$ cat config.mk
export PLATFORM = sky130hd
export DESIGN_NAME = i2m_engine
export DESIGN_NICKNAME = d
export VERILOG_FILES = /design/src/shared/i2m_pkg.sv /design/src/rtl/i2m_brg.sv /design/src/rtl/i2m_engine.sv /design/src/rtl/i2m_sync.sv
export VERILOG_INCLUDE_DIRS = /design/src /design/src/shared
export SDC_FILE = /design/constraint.sdc
export NUM_CORES = 1
export LEC_CHECK = 0
export BUFFER_PORTS_ARGS = -buffer_cell sky130_fd_sc_hd__buf_4
export CAP_MARGIN = 20
export CORE_MARGIN = 2
export CORE_UTILIZATION = 42
export DETAILED_ROUTE_END_ITERATION = 16
export PLACE_DENSITY_LB_ADDON = 0.2
export REMOVE_ABC_BUFFERS = 1
export SETUP_SLACK_MARGIN = 0.15
export SYNTH_ARGS = -nofsm -noshare
export SYNTH_HDL_FRONTEND = slang
export SYNTH_SLANG_ARGS = --single-unit
export TNS_END_PERCENT = 50
$ cat constraint.sdc
create_clock -name pclk -period 2.3 [get_ports pclk]
set_input_delay 0 -clock pclk [delete_from_list [all_inputs] [get_ports pclk]]
set_output_delay 0 -clock pclk [all_outputs]
set_load 0.005 [all_outputs]
$ cat src/shared/i2m_map.svh
// register offsets, field positions and reset values of the i2c master
// assumes an 8-bit apb byte address with one aligned word per register
`ifndef I2M_MAP_SVH
`define I2M_MAP_SVH

// register byte offsets
`define I2M_CTRL_OFF  8'h00
`define I2M_CMD_OFF   8'h04
`define I2M_STAT_OFF  8'h08
`define I2M_BUF_OFF   8'h0c
`define I2M_RATE_OFF  8'h10
`define I2M_IST_OFF   8'h14
`define I2M_IMSK_OFF  8'h18

// port_control_one fields
`define I2M_CTRL_MODE_LO 0
`define I2M_CTRL_MODE_HI 3
`define I2M_CTRL_EN      4
`define I2M_CTRL_WRITE_COLLISION_FLAG    7

// mode_select_field encodings
`define I2M_MODE_MST 4'h8
`define I2M_MODE_FW  4'hb

// command register fields
`define I2M_CMD_START  0
`define I2M_CMD_RSTART 1
`define I2M_CMD_STOP   2
`define I2M_CMD_RCV    3
`define I2M_CMD_ACKSEQ 4
`define I2M_CMD_ACKDT  5
`define I2M_CMD_FWSDA  8
`define I2M_CMD_FWSCL  9

// status register fields
`define I2M_STAT_SSEEN 0
`define I2M_STAT_PSEEN 1
`define I2M_STAT_ACKST 2
`define I2M_STAT_BUSY  3
`define I2M_STAT_SCL   4
`define I2M_STAT_SDA   5
`define I2M_STAT_EVT   6

// event bits of interrupt status and mask
`define I2M_EV_S    0
`define I2M_EV_P    1
`define I2M_EV_BYTE 2
`define I2M_EV_ACK  3
`define I2M_EV_RS   4
`define I2M_NEV     5

// reset values and last bit indices
`define I2M_RATE_RST 8'h13
`define I2M_TX_LAST  4'h8
`define I2M_RX_LAST  4'h7

`endif

$ cat src/shared/i2m_pkg.sv
// types shared by the i2c master engine files
// assumes nothing beyond the compile order
package i2m_pkg;

    // sequencer states
    typedef enum logic [2:0] {
        S_IDLE,
        S_START,
        S_RSTART,
        S_STOP,
        S_BIT
    } i2m_state_e;

    // kind of bit sequence being clocked
    typedef enum logic [1:0] {
        K_TX,
        K_RX,
        K_ACK
    } i2m_kind_e;

endpackage

$ cat src/rtl/i2m_brg.sv
// reloadable down counter that paces every scl phase
// assumes load is held while the clock must stay suspended
`timescale 1ns/1ps
module i2m_brg #(
    parameter int W = 8
) (
    input  wire logic         clk,
    input  wire logic         rst_n,
    input  wire logic         load,
    input  wire logic [W-1:0] reload,
    output logic              done
);

    logic [W-1:0] cnt_q;

    // rollover when the count reaches zero and is not held
    assign done = ~load & (cnt_q == '0);

    // reload on hold or rollover, count down otherwise
    always_ff @(posedge clk or negedge rst_n) begin
        if (!rst_n) begin
            cnt_q <= '0;
        end else if (load | done) begin
            cnt_q <= reload;
        end else begin
            cnt_q <= cnt_q - 1'b1;
        end
    end

endmodule

$ cat src/rtl/i2m_engine.sv
// two-wire bus master engine with apb registers and one interrupt
// assumes open-drain pads outside: oe high pulls the line low
//
// Function
// - master runs only with master mode encoding and port enable set
// - port pulls sda or scl low only when needed, else releases them
// - start-seen and stop-seen clear on reset and when port disabled
// - firmware mode keeps only start/stop detection; software drives pins
// - event flag sets on start, stop, byte, acknowledge, repeated start
// - no queuing; buffer write during activity is dropped, sets collision
// - own start/stop detection suspended while generating start or stop
// - finished start or stop clears its request and sets the event
// - master makes all clocks, start, stop; repeated start keeps the bus
// - transmit first byte is address plus direction bit zero
// - eight bits per byte sent, slave acknowledges each byte
// - receive first byte is address plus direction bit one
// - eight bits received per byte, master returns an acknowledge
// - scl frequency comes from the baud rate counter
// - counter halts while released scl is not yet sampled high
// - scl seen high reloads counter from rate low byte, counting resumes
//
// Added by the designer: the register offsets and register access over APB.
`timescale 1ns/1ps
`include "i2m_map.svh"
module i2m_engine (
    input  wire logic        pclk,
    input  wire logic        presetn,
    input  wire logic        psel,
    input  wire logic        penable,
    input  wire logic        pwrite,
    input  wire logic [7:0]  paddr,
    input  wire logic [31:0] pwdata,
    output logic      [31:0] prdata,
    output logic             pready,
    output logic             pslverr,
    input  wire logic        scl_in,
    output logic             scl_out,
    output logic             scl_oe,
    input  wire logic        sda_in,
    output logic             sda_out,
    output logic             sda_oe,
    output logic             irq
);
    import i2m_pkg::*;

    logic [1:0]          pin_s;
    logic [3:0]          mode_q;
    logic                en_q;
    logic                write_collision_flag_q;
    logic [7:0]          rate_q;
    logic [`I2M_NEV-1:0] mask_q;
    logic [`I2M_NEV-1:0] irqs_q;
    logic [`I2M_NEV-1:0] irqs_d;
    logic [`I2M_NEV-1:0] ev;
    logic                start_req_q;
    logic                rstart_req_q;
    logic                stop_req_q;
    logic                rcv_q;
    logic                ackseq_q;
    logic                ackdt_q;
    logic                fw_sda_q;
    logic                fw_scl_q;
    logic [7:0]          sh_q;
    logic                ackst_q;
    i2m_state_e          st_q;
    i2m_state_e          st_d;
    logic [1:0]          step_q;
    logic [1:0]          step_d;
    logic [3:0]          bit_q;
    logic [3:0]          bit_d;
    i2m_kind_e           kind_q;
    i2m_kind_e           kind_d;
    logic                sda_d;
    logic                scl_d;
    logic                nh;
    logic                smp;
    logic                gen_s;
    logic                gen_p;
    logic                gen_rs;
    logic                sseen_q;
    logic                pseen_q;
    logic                sda_prev_q;
    logic                sda_oe_q;
    logic                scl_oe_q;
    logic                lo_q;
    logic                irq_q;
    logic [31:0]         prdata_q;
    logic [31:0]         rd_data;
    logic                pready_q;
    logic                pslverr_q;
    logic                brg_done;

    // pins pass two flip-flops before any use
    i2m_sync #(
        .W (2)
    ) u_sync (
        .clk   (pclk),
        .rst_n (presetn),
        .d     ({scl_in, sda_in}),
        .q     (pin_s)
    );
    wire scl_s = pin_s[1];
    wire sda_s = pin_s[0];

    wire master_en = en_q & (mode_q == `I2M_MODE_MST);
    wire fw_en     = en_q & (mode_q == `I2M_MODE_FW);

    // activity: a running sequence or a pending request
    wire pend = start_req_q | rstart_req_q | stop_req_q | rcv_q | ackseq_q;
    wire busy = (st_q != S_IDLE) | pend;

    // apb decode
    wire setup    = psel & ~penable;
    wire acc      = psel & penable & pready_q;
    wire wr       = acc & pwrite;
    wire rd       = acc & ~pwrite;
    wire hit_ctrl = paddr == `I2M_CTRL_OFF;
    wire hit_cmd  = paddr == `I2M_CMD_OFF;
    wire hit_stat = paddr == `I2M_STAT_OFF;
    wire hit_buf  = paddr == `I2M_BUF_OFF;
    wire hit_rate = paddr == `I2M_RATE_OFF;
    wire hit_ist  = paddr == `I2M_IST_OFF;
    wire hit_imsk = paddr == `I2M_IMSK_OFF;
    wire mapped   = hit_ctrl | hit_cmd | hit_stat | hit_buf | hit_rate
                  | hit_ist | hit_imsk;
    wire wr_ctrl  = wr & hit_ctrl;
    wire wr_cmd   = wr & hit_cmd;
    wire buf_wr   = wr & hit_buf & master_en;
    // a buffer write only starts a byte when nothing is active
    wire tx_go    = buf_wr & ~busy;
    wire write_collision_flag_set = buf_wr & busy;
    wire cmd_ok   = wr_cmd & master_en & ~busy;
    wire launch   = (st_q == S_IDLE) & (st_d == S_BIT);

    // counter suspended while released scl still reads low
    wire brg_load = (st_q == S_IDLE) | (nh & ~scl_s);

    // reload from rate low byte on release of the hold
    i2m_brg #(
        .W (8)
    ) u_brg (
        .clk    (pclk),
        .rst_n  (presetn),
        .load   (brg_load),
        .reload (rate_q),
        .done   (brg_done)
    );

    // detection sleeps during own start and stop
    wire det_on    = (master_en | fw_en) & (st_q != S_START)
                   & (st_q != S_STOP);
    wire start_det = det_on & scl_s & sda_prev_q & ~sda_s;
    wire stop_det  = det_on & scl_s & ~sda_prev_q & sda_s;

    // value driven in the current bit slot, one means released
    wire bit_val = (kind_q == K_TX && bit_q < `I2M_TX_LAST) ? sh_q[7] :
                   (kind_q == K_ACK) ? ackdt_q : 1'b1;
    wire [3:0] last = (kind_q == K_TX) ? `I2M_TX_LAST :
                      (kind_q == K_RX) ? `I2M_RX_LAST : 4'h0;

    // sequencer: next state, pin targets and completion pulses
    always_comb begin
        st_d   = st_q;
        step_d = step_q;
        bit_d  = bit_q;
        kind_d = kind_q;
        sda_d  = sda_oe_q;
        scl_d  = scl_oe_q;
        nh     = 1'b0;
        smp    = 1'b0;
        gen_s  = 1'b0;
        gen_p  = 1'b0;
        gen_rs = 1'b0;
        case (st_q)
            S_IDLE: begin
                step_d = 2'd0;
                bit_d  = 4'h0;
                if (start_req_q) begin
                    st_d = S_START;
                end else if (rstart_req_q) begin
                    st_d = S_RSTART;
                end else if (stop_req_q) begin
                    st_d = S_STOP;
                end else if (rcv_q) begin
                    st_d   = S_BIT;
                    kind_d = K_RX;
                end else if (ackseq_q) begin
                    st_d   = S_BIT;
                    kind_d = K_ACK;
                end else if (tx_go) begin
                    st_d   = S_BIT;
                    kind_d = K_TX;
                end
            end
            // start is sda low under high scl, then scl low
            S_START: begin
                sda_d = 1'b1;
                scl_d = step_q[0];
                if (brg_done) begin
                    if (step_q == 2'd0) begin
                        step_d = 2'd1;
                    end else begin
                        st_d  = S_IDLE;
                        gen_s = 1'b1;
                    end
                end
            end
            // repeated start keeps ownership, no stop in between
            S_RSTART: begin
                scl_d = (step_q == 2'd0) | (step_q == 2'd3);
                sda_d = step_q[1];
                nh    = step_q == 2'd1;
                if (brg_done) begin
                    step_d = step_q + 2'd1;
                    if (step_q == 2'd3) begin
                        st_d   = S_IDLE;
                        gen_rs = 1'b1;
                    end
                end
            end
            // stop is sda low, scl released, then sda released
            S_STOP: begin
                scl_d = step_q == 2'd0;
                sda_d = step_q != 2'd2;
                nh    = step_q == 2'd1;
                if (brg_done) begin
                    step_d = step_q + 2'd1;
                    if (step_q == 2'd2) begin
                        st_d  = S_IDLE;
                        gen_p = 1'b1;
                    end
                end
            end
            // one low phase and one high phase per bit
            S_BIT: begin
                sda_d = scl_oe_q ? ~bit_val : sda_oe_q; // after scl low
                scl_d = ~step_q[0];
                nh    = step_q[0];
                if (brg_done) begin
                    if (step_q == 2'd0) begin
                        step_d = 2'd1;
                    end else begin
                        smp    = 1'b1;
                        step_d = 2'd0;
                        if (bit_q == last) begin
                            st_d  = S_IDLE;
                            scl_d = 1'b1;
                        end else begin
                            bit_d = bit_q + 4'h1;
                        end
                    end
                end
            end
            default: begin
                st_d = S_IDLE;
            end
        endcase
        if (!master_en) begin
            st_d  = S_IDLE;
            sda_d = 1'b0;
            scl_d = 1'b0;
        end
    end

    // event sources gathered per status bit
    wire byte_ev = smp & (kind_q != K_ACK) & (bit_q == `I2M_RX_LAST);
    wire ack_ev  = smp & ((kind_q == K_ACK) |
                   ((kind_q == K_TX) & (bit_q == `I2M_TX_LAST)));
    assign ev = {gen_rs, ack_ev, byte_ev,
                 stop_det | gen_p, start_det | gen_s};

    // bits clear only when software reads them; a new event wins
    wire [`I2M_NEV-1:0] rd_clr = (rd & hit_ist) ?
                                 prdata_q[`I2M_NEV-1:0] : '0;
    assign irqs_d = (irqs_q & ~rd_clr) | ev;

    // read data mux
    always_comb begin
        rd_data = '0;
        case (1'b1)
            hit_ctrl: begin
                rd_data[`I2M_CTRL_MODE_HI:`I2M_CTRL_MODE_LO] = mode_q;
                rd_data[`I2M_CTRL_EN]   = en_q;
                rd_data[`I2M_CTRL_WRITE_COLLISION_FLAG] = write_collision_flag_q;
            end
            hit_cmd: begin
                rd_data[`I2M_CMD_START]  = start_req_q;
                rd_data[`I2M_CMD_RSTART] = rstart_req_q;
                rd_data[`I2M_CMD_STOP]   = stop_req_q;
                rd_data[`I2M_CMD_RCV]    = rcv_q;
                rd_data[`I2M_CMD_ACKSEQ] = ackseq_q;
                rd_data[`I2M_CMD_ACKDT]  = ackdt_q;
                rd_data[`I2M_CMD_FWSDA]  = fw_sda_q;
                rd_data[`I2M_CMD_FWSCL]  = fw_scl_q;
            end
            hit_stat: begin
                rd_data[`I2M_STAT_SSEEN] = sseen_q;
                rd_data[`I2M_STAT_PSEEN] = pseen_q;
                rd_data[`I2M_STAT_ACKST] = ackst_q;
                rd_data[`I2M_STAT_BUSY]  = busy;
                rd_data[`I2M_STAT_SCL]   = scl_s;
                rd_data[`I2M_STAT_SDA]   = sda_s;
                rd_data[`I2M_STAT_EVT]   = |irqs_q;
            end
            hit_buf:  rd_data[7:0] = sh_q;
            hit_rate: rd_data[7:0] = rate_q;
            hit_ist:  rd_data[`I2M_NEV-1:0] = irqs_q;
            hit_imsk: rd_data[`I2M_NEV-1:0] = mask_q;
            default:  rd_data = '0;
        endcase
    end

    // apb answer: data, ready and error flopped in the setup cycle
    always_ff @(posedge pclk or negedge presetn) begin
        if (!presetn) begin
            prdata_q  <= 32'h0000_0000;
            pready_q  <= 1'b0;
            pslverr_q <= 1'b0;
        end else begin
            prdata_q  <= setup ? rd_data : prdata_q;
            pready_q  <= setup;
            pslverr_q <= setup & ~mapped;
        end
    end

    // configuration registers
    always_ff @(posedge pclk or negedge presetn) begin
        if (!presetn) begin
            mode_q <= 4'h0;
            en_q   <= 1'b0;
            rate_q <= `I2M_RATE_RST;
            mask_q <= '0;
        end else begin
            if (wr_ctrl) begin
                mode_q <= pwdata[`I2M_CTRL_MODE_HI:`I2M_CTRL_MODE_LO];
                en_q   <= pwdata[`I2M_CTRL_EN];
            end
            if (wr & hit_rate) rate_q <= pwdata[7:0];
            if (wr & hit_imsk) mask_q <= pwdata[`I2M_NEV-1:0];
        end
    end

    // collision flag, write one clears, a new collision wins
    always_ff @(posedge pclk or negedge presetn) begin
        if (!presetn) begin
            write_collision_flag_q <= 1'b0;
        end else if (write_collision_flag_set) begin
            write_collision_flag_q <= 1'b1;
        end else if (wr_ctrl & pwdata[`I2M_CTRL_WRITE_COLLISION_FLAG]) begin
            write_collision_flag_q <= 1'b0;
        end
    end

    // requests taken only while idle; start, repeated start and stop cleared by hardware at their end, receive and acknowledge at launch
    always_ff @(posedge pclk or negedge presetn) begin
        if (!presetn) begin
            start_req_q  <= 1'b0;
            rstart_req_q <= 1'b0;
            stop_req_q   <= 1'b0;
            rcv_q        <= 1'b0;
            ackseq_q     <= 1'b0;
        end else if (!master_en) begin
            start_req_q  <= 1'b0;
            rstart_req_q <= 1'b0;
            stop_req_q   <= 1'b0;
            rcv_q        <= 1'b0;
            ackseq_q     <= 1'b0;
        end else if (cmd_ok) begin
            start_req_q  <= pwdata[`I2M_CMD_START];
            rstart_req_q <= pwdata[`I2M_CMD_RSTART];
            stop_req_q   <= pwdata[`I2M_CMD_STOP];
            rcv_q        <= pwdata[`I2M_CMD_RCV];
            ackseq_q     <= pwdata[`I2M_CMD_ACKSEQ];
        end else begin
            if (gen_s) start_req_q <= 1'b0;
            if (gen_rs) rstart_req_q <= 1'b0;
            if (gen_p) stop_req_q <= 1'b0;
            if (launch & (kind_d == K_RX)) rcv_q <= 1'b0;
            if (launch & (kind_d == K_ACK)) ackseq_q <= 1'b0;
        end
    end

    // acknowledge value and firmware pin controls
    always_ff @(posedge pclk or negedge presetn) begin
        if (!presetn) begin
            ackdt_q  <= 1'b0;
            fw_sda_q <= 1'b0;
            fw_scl_q <= 1'b0;
        end else begin
            if (cmd_ok) ackdt_q <= pwdata[`I2M_CMD_ACKDT];
            if (wr_cmd) begin
                fw_sda_q <= pwdata[`I2M_CMD_FWSDA];
                fw_scl_q <= pwdata[`I2M_CMD_FWSCL];
            end
        end
    end

    // address byte with direction bit goes out as written
    // sampled bits shift in from the right
    always_ff @(posedge pclk or negedge presetn) begin
        if (!presetn) begin
            sh_q    <= 8'h00;
            ackst_q <= 1'b0;
        end else if (tx_go) begin
            sh_q <= pwdata[7:0];
        end else if (smp & (kind_q != K_ACK)) begin
            if (bit_q < `I2M_TX_LAST) sh_q <= {sh_q[6:0], sda_s};
            else ackst_q <= sda_s;
        end
    end

    // sequencer registers
    always_ff @(posedge pclk or negedge presetn) begin
        if (!presetn) begin
            st_q   <= S_IDLE;
            step_q <= 2'd0;
            bit_q  <= 4'h0;
            kind_q <= K_TX;
        end else begin
            st_q   <= st_d;
            step_q <= step_d;
            bit_q  <= bit_d;
            kind_q <= kind_d;
        end
    end

    // pull-low enables, firmware mode hands pins to software
    always_ff @(posedge pclk or negedge presetn) begin
        if (!presetn) begin
            sda_oe_q <= 1'b0;
            scl_oe_q <= 1'b0;
            lo_q     <= 1'b0;
        end else begin
            sda_oe_q <= fw_en ? fw_sda_q : sda_d;
            scl_oe_q <= fw_en ? fw_scl_q : scl_d;
            lo_q     <= 1'b0;
        end
    end

    // bus condition flags, cleared while the port is off
    always_ff @(posedge pclk or negedge presetn) begin
        if (!presetn) begin
            sseen_q    <= 1'b0;
            pseen_q    <= 1'b0;
            sda_prev_q <= 1'b1;
        end else begin
            sda_prev_q <= sda_s;
            if (!en_q) begin
                sseen_q <= 1'b0;
                pseen_q <= 1'b0;
            end else if (start_det) begin
                sseen_q <= 1'b1;
                pseen_q <= 1'b0;
            end else if (stop_det) begin
                sseen_q <= 1'b0;
                pseen_q <= 1'b1;
            end
        end
    end

    // sticky events and the masked interrupt level
    always_ff @(posedge pclk or negedge presetn) begin
        if (!presetn) begin
            irqs_q <= '0;
            irq_q  <= 1'b0;
        end else begin
            irqs_q <= irqs_d;
            irq_q  <= |(irqs_d & mask_q);
        end
    end

    // outputs straight from flops
    assign prdata  = prdata_q;
    assign pready  = pready_q;
    assign pslverr = pslverr_q;
    assign scl_oe  = scl_oe_q;
    assign sda_oe  = sda_oe_q;
    assign scl_out = lo_q;
    assign sda_out = lo_q;
    assign irq     = irq_q;

endmodule

$ cat src/rtl/i2m_sync.sv
// two-stage synchroniser for pin inputs
// assumes idle-high open-drain lines, so stages reset to one
`timescale 1ns/1ps
module i2m_sync #(
    parameter int W = 2
) (
    input  wire logic         clk,
    input  wire logic         rst_n,
    input  wire logic [W-1:0] d,
    output logic      [W-1:0] q
);

    logic [W-1:0] meta_q;

    // first stage feeds only the second
    always_ff @(posedge clk or negedge rst_n) begin
        if (!rst_n) begin
            meta_q <= '1;
            q      <= '1;
        end else begin
            meta_q <= d;
            q      <= meta_q;
        end
    end

endmodule

==> out/results.txt, run 1 <==
The run finished, with violations left. The final reports fail on setup timing. The power density over the cells is 491 nW/um^2, and the number of diodes added for antenna fixing is 0.

The run gives 51.8% as the utilization after layout. In this run the deepest clock path goes through 2 buffers. The largest stage delay on the critical path was 0.53 ns.

The synthesized netlist cell count is 486, and the final worst setup slack is -0.147 ns. The critical path class was flip-flop to flip-flop. DRC violation count after routing: 0. The post-placement cell count came out at 681. Startpoint class of the critical path: a flip-flop. Total I/O pin count: 86. After global routing the overflow that remains totals 0. The initial utilization of the core area, before any placement, comes to 42.7%. The synthesized netlist occupies a cell area of 4610 um^2. The class of the most critical hold timing path was input pin to async pin. The number of global-route vias before repair was 3860. The most prevalent standard cell on the critical path is sky130_fd_sc_hd__or4_4. The detail route stage leaves a number of antenna-violating nets equal to 0.

TritonCTS built the clock tree. Clock latency on the worst-skew pair, taken at its later pin, is 0.37 ns. STA classifies the critical path endpoint as a flip-flop. Clock-pin slew was measured on the worst setup and hold paths at 0.09 ns. Across the routed clock network, the largest skew measured is 0.0107 ns.

The tools report the worst flop-to-flop path startpoint as u_brg.cnt_q[2]. After synthesis the netlist holds a flip-flop and latch count of 82. Of all flip-flops after synthesis, the portion carrying an async set or reset was 100%.

For this run, the top clock speed supported by timing is 409 MHz. The total of warnings raised by yosys was 0. The first TritonRoute pass finished after 5 iterations. The netlist uses 62 different library cells.

Setup violations remaining at the end of the flow were counted as 3. In the final layout, the share of cells above drive strength 1 is 25.5%. For the half-perimeter wire length after detailed placement, the log shows 9320 um.

The chip width came out at 109 um. The total area inside the core boundary comes to 10800 um^2. The aggregate routed wire length came out at 13000 um. Setup repair after global routing could not meet its margin everywhere. For the initial antenna violation count, the log shows 0. Among all flip-flop cells after synthesis, the most frequent one is sky130_fd_sc_hd__dfrtp_1. Overall fraction of global-route tracks in use: 22.6%. Entering global routing, the biggest net connects 81 pins. The vias after detailed routing came out at 4042.

The number of hold-slack violations in the final timing report is 0. The floorplan step defined a die boundary enclosing 11800 um^2. Counting flops with a built-in enable in the synthesized netlist gives 0. The final critical-path required period was 2.45 ns; the average wire per cell in the routed design was 18.2 um. Cell row count: 38. Walking the worst path, the cells encountered are or3_4, or4_4, or4_4, a211oi_4, mux2_4. The detailed router finished its first iteration with 281 violations. Clock tree synthesis inserted a total of 9 buffers. From bottom edge to top edge, the die measures 109 um. The detail-routed via count per cell was 5.67; the max-slew headroom at the worst pin was 64.8%.

Compared with the post-synthesis result, the final layout area differs by 21.2%. After synthesis, the mean cell area works out to 9.48 um^2. For the worst setup path, the data required time is 2.55 ns.

Count of final max-slew check failures: 0. The tools report the cell chosen for the clock root as sky130_fd_sc_hd__clkbuf_8. For the total clock sinks, the log shows 82.

The cell with the largest stage delay on the worst path is sky130_fd_sc_hd__or4_4. The tools report the largest vdd supply drop as 305 uV. During placement, the flow inserted port buffers numbering 39.

The critical path arrival is 2.70 ns, and the number of cells on the worst reg-to-reg path is 5. Number of nets in the final layout: 623. Leaving out fill and tap cells, the most frequent cells in the layout are sky130_fd_sc_hd__dfrtp_1, sky130_fd_sc_hd__buf_4, sky130_fd_sc_hd__nand2_1. The most critical setup path has its startpoint at u_brg.cnt_q[2]. In this run the static leakage power is 0.00259 uW.

The H-tree depth came out at 3. The tools report the total of max-cap violations as 0. The number of non-filler instances in the completed layout is 713, and the fraction of the cycle the final worst path needs is 106%. Along the worst path, the maximum fanout reaches 2. The proportion of synthesized chip area in sequential cells was 44.7%; the last weighted congestion value of the routability-driven placer was 0.890.

The transition time at the pin with the least slew margin was 0.527 ns. First-pass GRT wire length: 20400 um.
-- logic make-up (layout without fill, tap and decap cells) --
family	Yosys count	in the layout	share of synthesized area [%]
compound gates	120	120	17.0
xor+xnor	6	6	1.14
fa+ha+maj	8	8	2.17
buf+inv	66	130	7.38
flops	82	82	44.7
mux	42	42	9.96
other cells	1	24	0.0814
simple gates	161	161	17.5
-- critical path: cells and delay by family, from the launching register on --
kind | cells | cell delay, ns
AOI/OAI and AO/OA | 1 | 0.22
DFF | 1 | 0.38
muxes | 1 | 0.32
and+or+nand+nor | 3 | 1.42
-- where the power goes --
part	internal, uW	switching, uW
Combinational	108	134
Clock	413	599
Sequential	1470	21.6
Total	1990	755
-- per-stage QoR --
step / setup WS (ns) / total power, uW / cell area, um^2 / setup TNS (ns) / hold slack [ns]
floorplan: -0.248 / 1590 / 4450 / -1.22 / -0.296
global placement: -0.133 / 1730 / 5190 / -0.802 / 0.108
detailed placement: -0.170 / 1740 / 5190 / -1.38 / 0.110
CTS: -0.105 / 2760 / 5550 / -0.204 / 0.00542
global route: -0.190 / 2850 / 5590 / -2.04 / 0.0125
finish: -0.147 / 2740 / 5590 / -0.301 / 0.00645
-- metal layers --
metal / vias to the layer above / track usage [%] / wire length, um
li1: 1866 / - / -
met1: 2003 / 32.3 / 5790
met2: 159 / 36.2 / 6230
met3: 14 / 3.77 / 812
met4: 0 / 4.76 / 156
met5: - / 0 / 0
-- what timing repair did --
| action | in CTS | in global routing |
|---|---|---|
| setup endpoints to repair | 22 | 28 |
| gates resized for setup | 7 | 5 |
| pin swaps | 5 | 5 |
| endpoints found under the hold margin | 112 | 0 |
| buffers inserted | 1 | 0 |
| hold buffers | 14 | 0 |
| cloned | 0 | 0 |
-- path summary, 6_finish.rpt --
check | slack (ns) | to
max in group asynchronous | 1.52 | u_sync.q[1]
min in group pclk | 0.01 | pslverr
worst min-delay path | 0.006 | u_brg.cnt_q[6]
worst min register to register | 0.36 | u_sync.q[0]
worst max register to register | -0.15 | ackst_q
worst max-delay path | -0.15 | ackst_q
-- Yosys cell counts (5+ instances only) --
| library cell | n | area [um^2] |
|---|---|---|
| sky130_fd_sc_hd__o22ai_1 | 8 | 50.1 |
| sky130_fd_sc_hd__nand4_1 | 10 | 62.6 |
| sky130_fd_sc_hd__nand3_1 | 8 | 40.0 |
| sky130_fd_sc_hd__dfrtp_1 | 74 | 1850 |
| sky130_fd_sc_hd__ha_1 | 8 | 100 |
| sky130_fd_sc_hd__nor3_1 | 11 | 55.1 |
| sky130_fd_sc_hd__nand2_1 | 52 | 195 |
| sky130_fd_sc_hd__nor2b_1 | 7 | 43.8 |
| sky130_fd_sc_hd__inv_1 | 24 | 90.1 |
| sky130_fd_sc_hd__mux2_2 | 31 | 349 |
| sky130_fd_sc_hd__nand2b_1 | 8 | 50.1 |
| sky130_fd_sc_hd__o21ai_0 | 35 | 175 |
| sky130_fd_sc_hd__dfstp_2 | 8 | 210 |
| sky130_fd_sc_hd__clkbuf_1 | 14 | 52.6 |
| sky130_fd_sc_hd__a21oi_1 | 32 | 160 |
| sky130_fd_sc_hd__a32o_1 | 5 | 50.1 |
| sky130_fd_sc_hd__nor2_1 | 35 | 131 |
| sky130_fd_sc_hd__a221oi_1 | 7 | 61.3 |
| sky130_fd_sc_hd__mux2i_1 | 11 | 110 |
| sky130_fd_sc_hd__buf_4 | 24 | 180 |
-- layout make-up --
cell class	instances	area, um^2
Clock inverter	7	58.8
Clock buffer	9	124
Timing Repair Buffer	90	743
Sequential cell	82	2060
Tap cell	140	175
Fill cell	1000	5210
Inverter	24	90.1
Multi-Input combinational cell	361	2330
-- state kept, by name, indices dropped and copies added, names as in the netlist, 2 cells and up --
signal	cells
sh_q	8
step_q	2
mask_q	5
bit_q	4
st_q	3
mode_q	4
irqs_q	5
prdata	10
u_brg.cnt_q	8
kind_q	2
u_sync.q	2
rate_q	8
u_sync.meta_q	2
(Power assumes the default switching activity.)
==> inputs of run 2 (changes only) <==
--- a/config.mk
+++ b/config.mk
@@ -9,7 +9,7 @@
 export BUFFER_PORTS_ARGS = -buffer_cell sky130_fd_sc_hd__buf_4
 export CAP_MARGIN = 20
 export CORE_MARGIN = 2
-export CORE_UTILIZATION = 42
+export CORE_UTILIZATION = 45
 export DETAILED_ROUTE_END_ITERATION = 16
 export PLACE_DENSITY_LB_ADDON = 0.2
 export REMOVE_ABC_BUFFERS = 1
@@ -17,4 +17,4 @@
 export SYNTH_ARGS = -nofsm -noshare
 export SYNTH_HDL_FRONTEND = slang
 export SYNTH_SLANG_ARGS = --single-unit
-export TNS_END_PERCENT = 50
+export TNS_END_PERCENT = 1
==> run 2 against run 1 <==
- the run still ends with setup timing left
- clock power rose by 6%
- via count decreased by 2.0%
- cell area stayed put
- non-clock buffer count is 2 lower
- largest power group unchanged
- first-iteration DRC count fell by 4.6%
- die area shrank 6.4%
==> out/results.txt, run 2 (synthesis results as in run 1) <==
The die is 105 um tall. Grouping stages by cell kind, the critical path spends the most delay in simple AND/OR/NAND/NOR gates. STA classifies the critical path startpoint as a flip-flop.

Buffers placed on the I/O ports in this run total 39. The register with the most flip-flops in the layout has 10 of them. The largest single stage delay on the critical path is 0.45 ns. The tools report the first-pass GRT wire length as 21100 um. 86 I/O pins were placed.

The transition time at the pin with the least slew margin was 0.607 ns. In this run the post-CTS setup repair buffer count came out at 0. Setup repair after global routing could not meet its margin everywhere.

The DRC violation count after routing is 0. The initialized floorplan defines 36 standard-cell rows. 0 antenna diodes ended up in the layout.

Leaving out fill and tap cells, the most frequent cells in the layout are sky130_fd_sc_hd__dfrtp_1, sky130_fd_sc_hd__buf_4, sky130_fd_sc_hd__nand2_1. The tools report the nature of the critical path endpoint as a flip-flop. Clock-pin slew was measured on the worst setup and hold paths at 0.08 ns.

The run gives 5 as the iteration count of the initial detailed-routing pass. The top achievable clock speed was 431 MHz. The logs give -0.0209 ns for the final worst setup slack and 621 for the number of nets in the final layout.

The logs give 0 for the initial antenna violation count and 268 for the DRC marker count from the first detailed-route iteration. The final critical-path required period is 2.32 ns, and the required time reported for the critical path endpoint is 2.55 ns. The max-slew headroom at the worst pin came out at 59.5%.

The power density over the cells was 501 nW/um^2. The clock tree synthesis step divided the H-tree into 3 levels. The utilization after layout is 56.6%, and the fraction of the cycle the final worst path needs is 101%. For the largest vdd supply drop, the log shows 324 uV. The clock buffer count from CTS is 9, and the number of buffers and inverters on the critical path is 0.

The final route contains 3961 vias. The run finished, with violations left. Fill cells in the final layout number 897. The min-delay analysis places its worst path in the category input pin to flip-flop.

For this run, the total global-route usage over all layers was measured as 24.6%. Across the run, the number of max-cap violations was 0. After detailed routing, the total wire length is 12800 um.

Once the floorplan was initialized, standard cells occupied 46.7% of the core. The library cell used most frequently in the layout, excluding fill and tap cells, is sky130_fd_sc_hd__dfrtp_1. Cell with the largest stage delay on the worst path: sky130_fd_sc_hd__or4_4.

The most prevalent standard cell on the critical path was sky130_fd_sc_hd__or4_4. The last weighted congestion value of the routability-driven placer is 0.917. The post-detailed-route count of antenna-violating nets came out at 0.

The number of global-route vias before repair is 3947. The worst-path maximum fanout was 2. The total leakage power is 0.00259 uW.

The longest clock path from root to sink contains 2 buffers. The clock latency reported for the late side of the worst-skew pair is 0.36 ns. TritonCTS built the clock tree. For the half-perimeter wire length after detailed placement, the log shows 9520 um. The number of hold-slack violations in the final timing report was 0. The chip width works out to 105 um. The layout overhead on the synthesized area works out to 21.2%. The clock tree skew after final layout came out at 0.0107 ns. The count of final max-slew check failures came out at 0.

In the routed layout, each cell is associated on average with a via count of 5.63. The largest net degree at the start of global routing is 44. The die covers 11100 um^2. Dividing the detail-routed wire length by the instance count gives 18.2 um.

The critical path class was flip-flop to flip-flop. The tree built by TritonCTS fans out to 82 sinks. The layout cell share with drive strength beyond 1 works out to 25.9%. Traced cell by cell, the critical path runs through or3_4, or4_4, or4_4, a211oi_2, mux2_4.

Data arrives at the worst endpoint at 2.57 ns. For this run the aggregate overflow at the end of global routing stands at 0. The final hold slack was 0.00953 ns.

The cell chosen for the clock root is sky130_fd_sc_hd__clkbuf_8. The final reports fail on setup timing. The region available for standard cell placement spans 9860 um^2. The number of setup violations in the final report came out at 1.
[run 2: path summary, 6_finish.rpt]
kind | from | endpoint | slack (ns) | cells past startpoint
setup / recovery | u_brg.cnt_q[3] | ackst_q | -0.02 | 5
hold / removal | paddr[4] | pslverr | 0.01 | 3
setup reg to reg | u_brg.cnt_q[3] | ackst_q | -0.02 | 5
hold reg to reg | u_sync.meta_q[0] | u_sync.q[0] | 0.35 | 0
max in group asynchronous | presetn | u_sync.meta_q[1] | 1.33 | 3
min in group asynchronous | presetn | rate_q[7] | 0.19 | 2
[run 2: tightest hold or removal path, cell delays in order]
cell,delay [ns]
sky130_fd_sc_hd__buf_4,0.17
sky130_fd_sc_hd__nand3_1,0.09
sky130_fd_sc_hd__a21oi_1,0.06
[run 2: layout make-up]
class / instances / area (um^2) / share of cell area (%)
timing repair buffer: 88 / 716 / 12.8
sequential: 82 / 2060 / 36.9
inverter: 24 / 90.1 / 1.61
multi-input combinational: 361 / 2350 / 42.1
clock buffer: 14 / 163 / 2.91
tap: 133 / 166 / 2.98
clock inverter: 2 / 35.0 / 0.627
[run 2: power breakdown]
part	total [uW]	switching, uW	internal (uW)
sequential	1490	20.6	1470
clock	1070	509	562
combinational	240	135	105
[run 2: layer usage]
| metal | global-route usage [%] | part of all wire (%) | vias up |
|---|---|---|---|
| li1 | - | - | 1868 |
| met4 | 10.1 | 3.2 | 0 |
| met3 | 3.09 | 5.8 | 28 |
| met5 | 0 | 0 | - |
| met2 | 38.5 | 46 | 151 |
| met1 | 34.5 | 45 | 1914 |
[run 2: repair_timing]
item,4_1_cts,5_1_grt
resized for setup,7,12
hold endpoints to repair,77,0
pin swaps,9,15
setup endpoints to repair,29,30
hold buffers,14,0
[run 2: metrics by stage]
stage | TNS [ns] | power (uW) | cells | instance area (um^2) | setup WS [ns]
6_report | -0.0209 | 2800 | 704 | 5590 | -0.0209
5_1_grt | -0.371 | 2920 | 704 | 5590 | -0.0937
4_1_cts | -0.0410 | 2820 | 704 | 5550 | -0.0240
3_5_place_dp | -1.96 | 1740 | 674 | 5180 | -0.166
3_3_place_gp | -1.39 | 1730 | 674 | 5180 | -0.138
2_1_floorplan | -1.22 | 1590 | 467 | 4450 | -0.248
